## src/common/mct_params.svh

```systemverilog
// Constants of the micro-step current translator: positions, step codes, reset values.
// Assumes inclusion by the translator package and core only.
`ifndef MCT_PARAMS_SVH
`define MCT_PARAMS_SVH

`define MCT_POS_W 6
`define MCT_CUR_W 11
`define MCT_RESET_POS 6'h08
`define MCT_RESET_CUR 11'h2C3
`define MCT_FULL_SCALE 11'h3E8
`define MCT_RES_16TH 3'h0
`define MCT_RES_8TH 3'h1
`define MCT_RES_4TH 3'h2
`define MCT_RES_HALF 3'h3
`define MCT_RES_FULL 3'h4
`define MCT_HALF_TURN 5'h10

`endif

```

## src/common/mct_pkg.sv

```systemverilog
// Types of the micro-step current translator.
// Assumes mct_params.svh sits in the include path.
`include "mct_params.svh"

package mct_pkg;
	typedef logic [`MCT_POS_W-1:0] mct_pos_t;
	typedef logic signed [`MCT_CUR_W-1:0] mct_cur_t;
	typedef logic [2:0] mct_res_t;
	typedef logic [2:0] mct_shift_t;
endpackage

```

## src/core/mct_translator.sv

```systemverilog
// Step translator: 64-entry position counter and coil X/Y current lookup.
// Assumes one 100 MHz clock; step and direction pins arrive asynchronously,
// the register-side controls come from logic on the same clock.
`timescale 1ns/100ps
`include "mct_params.svh"

module mct_translator (
	// Clock and reset
	input wire logic CLK_I,
	input wire logic RST_N_I,
	// Pins from the controller
	input wire logic STEP_TRIGGER_PIN_I,
	input wire logic DIRECTION_PIN_I,
	// Control bits
	input wire logic [2:0] STEP_RESOLUTION_SELECT_I,
	input wire logic DIRECTION_POLARITY_BIT_I,
	input wire logic STEP_COMMAND_BIT_SET_I,
	input wire logic POSITION_WRITE_I,
	input wire logic [5:0] POSITION_WDATA_I,
	// Status and currents
	output logic [5:0] TRANSLATOR_POSITION_O,
	output logic STEP_COMMAND_BIT_O,
	output logic DIRECTION_PIN_FLAG_O,
	output logic signed [10:0] COIL_X_O,
	output logic signed [10:0] COIL_Y_O
);
	// Quarter sine in tenths of a percent, index 0..16
	function automatic mct_pkg::mct_cur_t quarter_sine(input logic [4:0] idx);
		mct_pkg::mct_cur_t v;
		v = 11'h000;
		unique case (idx)
			5'h00: v = 11'h000;
			5'h01: v = 11'h062;
			5'h02: v = 11'h0C3;
			5'h03: v = 11'h122;
			5'h04: v = 11'h17F;
			5'h05: v = 11'h1D7;
			5'h06: v = 11'h22C;
			5'h07: v = 11'h27A;
			5'h08: v = 11'h2C3;
			5'h09: v = 11'h305;
			5'h0A: v = 11'h33F;
			5'h0B: v = 11'h372;
			5'h0C: v = 11'h39C;
			5'h0D: v = 11'h3BD;
			5'h0E: v = 11'h3D5;
			5'h0F: v = 11'h3E3;
			default: v = `MCT_FULL_SCALE;
		endcase
		return v;
	endfunction

	// Second half of the turn mirrors the first with both coils negated
	function automatic mct_pkg::mct_cur_t coil_y_of(input mct_pkg::mct_pos_t p);
		logic [4:0] h;
		mct_pkg::mct_cur_t m;
		h = p[4:0];
		m = (h <= `MCT_HALF_TURN) ? quarter_sine(h) : quarter_sine(5'h00 - h);
		return p[5] ? -m : m;
	endfunction

	function automatic mct_pkg::mct_cur_t coil_x_of(input mct_pkg::mct_pos_t p);
		logic [4:0] h;
		mct_pkg::mct_cur_t m;
		h = p[4:0];
		m = (h <= `MCT_HALF_TURN) ? quarter_sine(`MCT_HALF_TURN - h)
			: -quarter_sine(h - `MCT_HALF_TURN);
		return p[5] ? -m : m;
	endfunction

	logic step_sync1_reg;
	logic step_sync2_reg;
	logic step_prev_reg;
	logic dir_sync1_reg;
	logic dir_sync2_reg;
	mct_pkg::mct_pos_t pos_reg;
	mct_pkg::mct_pos_t pos_next;
	logic cmd_reg;
	logic cmd_next;
	mct_pkg::mct_cur_t coil_x_reg;
	mct_pkg::mct_cur_t coil_y_reg;

	// Decode of resolution, trigger and direction
	wire logic pin_rise = step_sync2_reg & ~step_prev_reg;
	wire logic trigger = pin_rise | cmd_reg;
	wire logic dir_eff = dir_sync2_reg ^ DIRECTION_POLARITY_BIT_I;
	// Undefined select codes fall back to sixteenths
	wire mct_pkg::mct_shift_t res_shift =
		(STEP_RESOLUTION_SELECT_I > `MCT_RES_FULL) ? 3'h0
		: STEP_RESOLUTION_SELECT_I;
	wire mct_pkg::mct_pos_t stride = 6'h01 << res_shift;
	wire mct_pkg::mct_pos_t low_mask = stride - 6'h01;
	wire mct_pkg::mct_pos_t grid_pos = pos_reg & ~low_mask;
	wire logic on_grid = (pos_reg & low_mask) == 6'h00;
	// Off grid: forward lands on the next point up, backward on the floor
	wire mct_pkg::mct_pos_t fwd_pos = grid_pos + stride;
	wire mct_pkg::mct_pos_t back_pos = on_grid ? grid_pos - stride : grid_pos;
	wire mct_pkg::mct_pos_t step_pos = dir_eff ? back_pos : fwd_pos;

	// Position write wins over a trigger in the same cycle
	assign pos_next = POSITION_WRITE_I ? POSITION_WDATA_I
		: trigger ? step_pos : pos_reg;
	// A new write of one survives the cycle that clears the bit
	assign cmd_next = STEP_COMMAND_BIT_SET_I;

	// Only the second stage of each synchroniser feeds logic
	always_ff @(posedge CLK_I) begin
		if (!RST_N_I) begin
			step_sync1_reg <= 1'b0;
			step_sync2_reg <= 1'b0;
			step_prev_reg <= 1'b0;
			dir_sync1_reg <= 1'b0;
			dir_sync2_reg <= 1'b0;
		end else begin
			step_sync1_reg <= STEP_TRIGGER_PIN_I;
			step_sync2_reg <= step_sync1_reg;
			step_prev_reg <= step_sync2_reg;
			dir_sync1_reg <= DIRECTION_PIN_I;
			dir_sync2_reg <= dir_sync1_reg;
		end
	end

	// Currents come from the next position so they never lag it
	always_ff @(posedge CLK_I) begin
		if (!RST_N_I) begin
			pos_reg <= `MCT_RESET_POS;
			cmd_reg <= 1'b0;
			coil_x_reg <= `MCT_RESET_CUR;
			coil_y_reg <= `MCT_RESET_CUR;
		end else begin
			pos_reg <= pos_next;
			cmd_reg <= cmd_next;
			coil_x_reg <= coil_x_of(pos_next);
			coil_y_reg <= coil_y_of(pos_next);
		end
	end

	assign TRANSLATOR_POSITION_O = pos_reg;
	assign STEP_COMMAND_BIT_O = cmd_reg;
	assign DIRECTION_PIN_FLAG_O = dir_sync2_reg;
	assign COIL_X_O = coil_x_reg;
	assign COIL_Y_O = coil_y_reg;
endmodule

```

## config.mk

```make
export PLATFORM = sky130hd
export DESIGN_NAME = mct_translator
export DESIGN_NICKNAME = d
export VERILOG_FILES = /design/src/common/mct_pkg.sv /design/src/core/mct_translator.sv
export VERILOG_INCLUDE_DIRS = /design/src /design/src/common
export SDC_FILE = /design/constraint.sdc
export NUM_CORES = 1
export LEC_CHECK = 0
export CAP_MARGIN = 10
export CORE_MARGIN = 2
export CORE_UTILIZATION = 61
export CTS_BUF_LIST = sky130_fd_sc_hd__clkbuf_4 sky130_fd_sc_hd__clkbuf_8
export DETAILED_ROUTE_END_ITERATION = 7
export DONT_BUFFER_PORTS = 1
export PLACE_DENSITY = 0.9
export SLEW_MARGIN = 20
export SYNTH_ARGS = -nofsm -noshare
export SYNTH_HDL_FRONTEND = slang
export SYNTH_SLANG_ARGS = --single-unit
```

## constraint.sdc

```tcl
create_clock -name CLK_I -period 5.88 [get_ports CLK_I]
set_clock_uncertainty 0.15 [all_clocks]
set_input_delay 0.588 -clock CLK_I [delete_from_list [all_inputs] [get_ports CLK_I]]
set_output_delay 0.588 -clock CLK_I [all_outputs]
set_load 0.02 [all_outputs]
```

# ---- Word-level counts from Yosys, hierarchy flattened
# Memory sizes are Yosys's and may differ from the RTL's.
# Index checks and enable logic that the tools add are counted.
dict set report word_totals {
  input_bits 16
  memories 4
  out_inout_bits 30
  elab_cells 50
  ff_bits 34
  mem_bits_ro 640
}
# name words width read_ports rd_ports_with_merged_regs wr line_no
set memory_table {}
lappend memory_table {{(name not given)} 16 10 1 0 0 mct_translator.sv:31} ;# unique case (idx)
lappend memory_table {{(name not given)} 16 10 1 0 0 mct_translator.sv:31}
lappend memory_table {{(name not given)} 16 10 1 0 0 mct_translator.sv:31}
lappend memory_table {{(name not given)} 16 10 1 0 0 mct_translator.sv:31}
dict set report op_classes {
  bitwise 7
  n_mux 17
  addsub 9
  n_shift 1
  reduce_logical 1
  n_lt_le_gt_ge 2
}
# operator n
set ops {}
lappend ops {{11-bit two-way mux} 12}
lappend ops {{11-bit negation} 3}
lappend ops {{6-bit two-way mux} 4}
lappend ops {{6-bit AND} 2}
lappend ops {{6-bit adder} 1}
lappend ops {{6-bit logical NOT} 1}
lappend ops {{6-bit inverter} 1}
lappend ops {{1-bit by 3-bit left shift with 6-bit output (first input constant)} 1}
lappend ops {{6-bit by 1-bit subtractor with 6-bit output (second input constant)} 1}
lappend ops {{6-bit subtractor} 1}
lappend ops {{5-bit <= comparator (second input constant)} 1}
lappend ops {{1-bit by 5-bit subtractor with 5-bit output (first input constant)} 1}
lappend ops {{5-bit subtractor (first input constant)} 1}
lappend ops {{5-bit subtractor (second input constant)} 1}
lappend ops {{3-bit greater-than comparator (second input constant)} 1}
lappend ops {{3-bit two-way mux} 1}
lappend ops {{1-bit AND} 1}
lappend ops {{1-bit inverter} 1}
lappend ops {{1-bit bitwise OR} 1}
lappend ops {{1-bit bitwise XOR} 1}

# ---- Longest topological paths before layout
# An unclocked memory read counts as a cell.
dict set report depth {
  ltp_word 19
  depth_mapped 28
  depth_no_buf 24
}

# ---- Least setup slack after synthesis
# No wires, ideal clock.
dict set report synth_path {
  path_kind {in2reg}
  startpoint {input port STEP_RESOLUTION_SELECT_I[0]}
  endpoint {register coil_y_reg[6], in the netlist COIL_Y_O[6]}
  path_slack_ns 0.016
  path_buffers 5
  setup_time_ns 0.128
  required_time_ns 5.602
  arrival_time_ns 5.586
  cell_stages 26
  path_cell_list {buf_6 > or3_4 > and2_1 > clkbuf_1 > ha_1 > xnor2_1 > and2_1 > ha_1 > a2111oi_0 > nor4_2 > o31ai_4 > nand2_1 > buf_2 > ha_1 > clkbuf_1 > clkbuf_1 > nand2_1 > o21ai_0 > nor2_1 > o2bb2ai_1 > inv_1 > ha_1 > nand4_1 > o21ai_0 > xnor2_1 > nand2_1}
}
dict set report synth_via {
  elab_chain_len 18
  elab_cells_between_ends 25
  classes_between {5 x add/sub; 2 x order compare; 1 x shift; 11 x mux; 3 x bitwise; 1 x reduce/logical; 2 x memory}
}
# item line_no
set synth_lines {}
lappend synth_lines {{from (decl)} mct_translator.sv:15} ;# input wire logic [2:0] STEP_RESOLUTION_SELECT_I,
lappend synth_lines {{3-bit greater-than comparator (no source line)} --}
lappend synth_lines {{3-bit two-way mux *} mct_translator.sv:89} ;# (STEP_RESOLUTION_SELECT_I > `MCT_RES_FULL) ? 3'h0
lappend synth_lines {{1-bit by 3-bit left shift with 6-bit output *} mct_translator.sv:91} ;# wire mct_pkg::mct_pos_t stride = 6'h01 << res_shift;
lappend synth_lines {{6-bit by 1-bit subtractor with 6-bit output} mct_translator.sv:92} ;# wire mct_pkg::mct_pos_t low_mask = stride - 6'h01;
lappend synth_lines {{6-bit inverter} mct_translator.sv:93} ;# wire mct_pkg::mct_pos_t grid_pos = pos_reg & ~low_mask;
lappend synth_lines {{6-bit AND} mct_translator.sv:93}
lappend synth_lines {{6-bit subtractor} mct_translator.sv:97} ;# wire mct_pkg::mct_pos_t back_pos = on_grid ? grid_pos - stride : grid_pos;
lappend synth_lines {{6-bit two-way mux} mct_translator.sv:97}
lappend synth_lines {{[... 2 more ...]} --}
lappend synth_lines {{6-bit two-way mux *} mct_translator.sv:101} ;# assign pos_next = POSITION_WRITE_I ? POSITION_WDATA_I
lappend synth_lines {{1-bit by 5-bit subtractor with 5-bit output} mct_translator.sv:58} ;# m = (h <= `MCT_HALF_TURN) ? quarter_sine(h) : quarter_sine(5'h00 - h);
lappend synth_lines {{memory 16 x 10 bit} --}
lappend synth_lines {{11-bit two-way mux} mct_translator.sv:31}
lappend synth_lines {{11-bit two-way mux} mct_translator.sv:125} ;# if (!RST_N_I) begin
lappend synth_lines {{11-bit two-way mux} mct_translator.sv:58}
lappend synth_lines {{11-bit negation} mct_translator.sv:59} ;# return p[5] ? -m : m;
lappend synth_lines {{11-bit two-way mux *} mct_translator.sv:59}
lappend synth_lines {{to (signal assigned)} mct_translator.sv:129} ;# coil_y_reg <= `MCT_RESET_CUR;
lappend synth_lines {{to (signal assigned)} mct_translator.sv:134} ;# coil_y_reg <= coil_y_of(pos_next);
lappend synth_lines {{to (decl)} mct_translator.sv:81} ;# mct_pkg::mct_cur_t coil_y_reg;
# Mark *: on every way between the ends. The rest lies on a longest branch, timed or not. The select of a mux whose other input is x is not followed.
# A chain may end at the register's enable or synchronous reset.

# ---- Final worst setup path
dict set report layout_path {
  startpoint {input port STEP_RESOLUTION_SELECT_I[0]}
  endpoint {register coil_x_reg[10], in the netlist COIL_X_O[10]}
}
dict set report layout_via {
  elab_chain_len 19
  elab_cells_between_ends 27
  classes_between {7 x add/sub; 2 x order compare; 1 x shift; 11 x mux; 3 x bitwise; 1 x reduce/logical; 2 x memory}
}
# item line_no
set layout_lines {}
lappend layout_lines {{3-bit greater-than comparator (no source line)} --}
lappend layout_lines {{3-bit two-way mux *} mct_translator.sv:89}
lappend layout_lines {{1-bit by 3-bit left shift with 6-bit output *} mct_translator.sv:91}
lappend layout_lines {{6-bit by 1-bit subtractor with 6-bit output} mct_translator.sv:92}
lappend layout_lines {{6-bit inverter} mct_translator.sv:93}
lappend layout_lines {{6-bit AND} mct_translator.sv:93}
lappend layout_lines {{6-bit subtractor} mct_translator.sv:97}
lappend layout_lines {{6-bit two-way mux} mct_translator.sv:97}
lappend layout_lines {{[... 3 more ...]} --}
lappend layout_lines {{5-bit subtractor (no source line)} --}
lappend layout_lines {{memory 16 x 10 bit} --}
lappend layout_lines {{11-bit two-way mux} mct_translator.sv:31}
lappend layout_lines {{11-bit two-way mux} mct_translator.sv:125}
lappend layout_lines {{11-bit negation} mct_translator.sv:67} ;# : -quarter_sine(h - `MCT_HALF_TURN);
lappend layout_lines {{11-bit two-way mux} mct_translator.sv:66} ;# m = (h <= `MCT_HALF_TURN) ? quarter_sine(`MCT_HALF_TURN - h)
lappend layout_lines {{11-bit negation} mct_translator.sv:68} ;# return p[5] ? -m : m;
lappend layout_lines {{11-bit two-way mux *} mct_translator.sv:68}
lappend layout_lines {{to (signal assigned)} mct_translator.sv:128} ;# coil_x_reg <= `MCT_RESET_CUR;
lappend layout_lines {{to (signal assigned)} mct_translator.sv:133} ;# coil_x_reg <= coil_x_of(pos_next);
lappend layout_lines {{to (decl)} mct_translator.sv:80} ;# mct_pkg::mct_cur_t coil_x_reg;
# Marked as above.

==> flow_summary.toml <==
[logic_synthesis]
avgSynthCellArea_um2 = 7.58
synthDistinctLibCells = 91
synth-edff-count = 0
synthTopCellsByArea = "dfxtp_1 (17%), ha_1 (7.0%), nor2_1 (4.5%), nand2_1 (4.1%), o21ai_0 (3.7%)"
synthesis.nets = 554
synthesis.area_um2 = 3910
synth_top_area_cell = "dfxtp_1"
ys_warn_count = 0
yosys.area.top_type_share_pct = 17.4
async_flop_share_pct = 0
yosysSeqAreaShare_pct = 17.4
synth_seq_cells = 34
synthCells = 516
synth_flop_cell = "dfxtp_1"

[timing]
min_period_ps = 5690
fmax_mhz = 176
report.final.slew_viol_count = 0
period_share_pct = 96.7
tns_ps = 0
setup_viol = 0
relSlewSlack_pct = 47.6
tightest_slew_ps = 781
finalHoldViolCount = 0

[cts]
cts_buffers = 5
cts-root-buf = "clkbuf_8"
clock-sinks = 34
cts.path.max_buffers = 2
cts_tree = "done"
htreeDepth = 2
hold_buffers = 0
clock_latency_ps = 290
clk_pin_slew_ps = 80

[routing]
drc = 0
routedWlPerCell_um = 20.7
dr_total_vias = 4404
dr.pass1.iters = 6
drt-initial-drc-count = 552
ant_nets = 0
wl_um = 12800
via_per_inst = 7.09

[placement]
io_buffers = 0
gp_congestion = 0.982
dp.cells = 610
dpl.hpwl_um = 9940

[layout]
antenna_cells = 0
area_growth_pct = 13.1
layout_commonest_cell = "nor2_1"
final.fill_count = 514
drive_above_1_share_pct = 18.6
mostFrequentLayoutCells = "nor2_1 (47), buf_4 (45), nand2_1 (42), dfxtp_1 (34), o21ai_0 (29)"
multi_input_area_um2 = 3070
fin_nets = 581
seqCellArea_um2 = 681
fin_cells = 621

[floorplan]
rows = 29
pin_count = 46
initial_core_util_pct = 62.3
die_h_um = 84.1
die_w_um = 84.1
die-area_um2 = 7070
core_um2 = 6280

[setup_path]
crit_path_end_kind = "flop"
start_kind = "primary input"
rr_worst_depth = 16
crit_fanout = 11
crit_arrival_ps = 5700
crit_type = "primary input to flop"
cp.required_ps = 5890

[hold_path]
hold_class = "primary input to flop"
hold-path-cell-count = 1

[global_route]
grt_pass1_wl_um = 20400
grt_use_total_pct = 35.8
grt_pass1_vias = 3947
gr-total-overflow = 0
antenna_found_initial = 0
grt_max_degree = 23

[power]
leakagePower_nw = 1.74
vdd.ir_drop.worst_mv = 0.314
power.density_nw_per_um2 = 306

[flow_run]
maxCapViolCount = 0

[run_status]
status = "completed"
metrics by stage:
| stage | area, um2 | total power, mW | hold slack, ps | setup slack [ps] | utilization, % |
|---|---|---|---|---|---|
| global placement | 4200 | 1.03 | 274 | 104 | 66.9 |
| detailed placement | 4200 | 1.04 | 272 | -20.0 | 66.9 |
| finish | 4430 | 1.36 | 215 | 195 | 70.5 |
| floorplan | 3910 | 0.839 | 262 | 15.6 | - |
| global route | 4430 | 1.42 | 214 | -11.4 | 70.5 |
| CTS | 4340 | 1.30 | 208 | 266 | 69.1 |
synthesized netlist by cell type, types with 4 or more instances:
| cell type | count |
|---|---|
| a211oi_1 | 7 |
| ha_1 | 22 |
| a21o_1 | 7 |
| a22o_1 | 4 |
| buf_2 | 6 |
| or3_1 | 5 |
| o22ai_1 | 9 |
| nor2b_1 | 7 |
| a31oi_1 | 8 |
| and2_1 | 16 |
| mux2_2 | 5 |
| a21oi_1 | 24 |
| nor2_1 | 47 |
| dfxtp_1 | 34 |
| o21ai_0 | 29 |
| o21ai_1 | 7 |
| clkbuf_1 | 14 |
| o31a_1 | 4 |
| and3_1 | 6 |
| xor2_1 | 8 |
| inv_1 | 22 |
| xnor2_1 | 10 |
| nand2_1 | 43 |
| mux2i_1 | 14 |
| nand4_1 | 8 |
| o211ai_1 | 8 |
| nor3_1 | 11 |
| nand2b_1 | 5 |
| nor4_1 | 7 |
| o31ai_1 | 8 |
| nand3_1 | 20 |
what timing repair did:
item / CTS / global route
setup endpoints to repair: 0 / 9
gates resized for setup: 0 / 11
setup buffers: 0 / 3
worst max-delay path, stage by stage:
cell      delay [ps]
or3_4            390
and2_1           220
ha_1             250
xnor2_1          130
and2_1           180
ha_2             390
inv_1            100
or3_1            430
a211oi_4         370
o31ai_4          110
nand2_2          160
buf_4            140
nand3_1          100
ha_1             430
nor2b_1          560
o21ai_0          240
o22ai_1          200
nor3b_1           70
buf_4            150
o311ai_0         340
o211ai_1         150
logic make-up after synthesis:
family	share of synthesized area (%)
DFF	17.4
adders and majority gates	7.04
and+or+nand+nor	26.7
buffers and inverters	5.85
AOI/OAI and AO/OA	32.4
muxes	5.76
xor gates and xnor gates	4.86
area by class of cell:
cell class | instances | share of cell area (%)
timing repair buffer | 45 | 7.63
tap | 77 | 2.18
sequential | 34 | 15.4
clock inverter | 3 | 1.55
multi-input combinational | 429 | 69.3
clock buffer | 5 | 1.55
inverter | 28 | 2.43
path summary, 6_finish.rpt:
kind / startpoint / to / slack [ps]
worst max-delay path: STEP_RESOLUTION_SELECT_I[0] / COIL_X_O[10] / 190
worst min register to register: dir_sync1_reg / DIRECTION_PIN_FLAG_O / 310
worst min-delay path: RST_N_I / TRANSLATOR_POSITION_O[3] / 210
worst max register to register: TRANSLATOR_POSITION_O[2] / COIL_X_O[10] / 930
metal layers:
metal	track usage, %	wire (um)	part of all wire (%)	vias up
li1	-	-	-	1992
met1	48.6	5360	42	2041
met2	56.8	5720	45	314
met3	4.35	1190	9.3	57
met4	15.7	570	4.4	0
met5	0	0	0	-
power breakdown:
group | internal, mW | switching (mW)
Clock | 0.170 | 0.0910
Sequential | 0.272 | 0.0687
Combinational | 0.292 | 0.462
Total | 0.733 | 0.622
No activity file was read; power rests on OpenSTA's default activity.
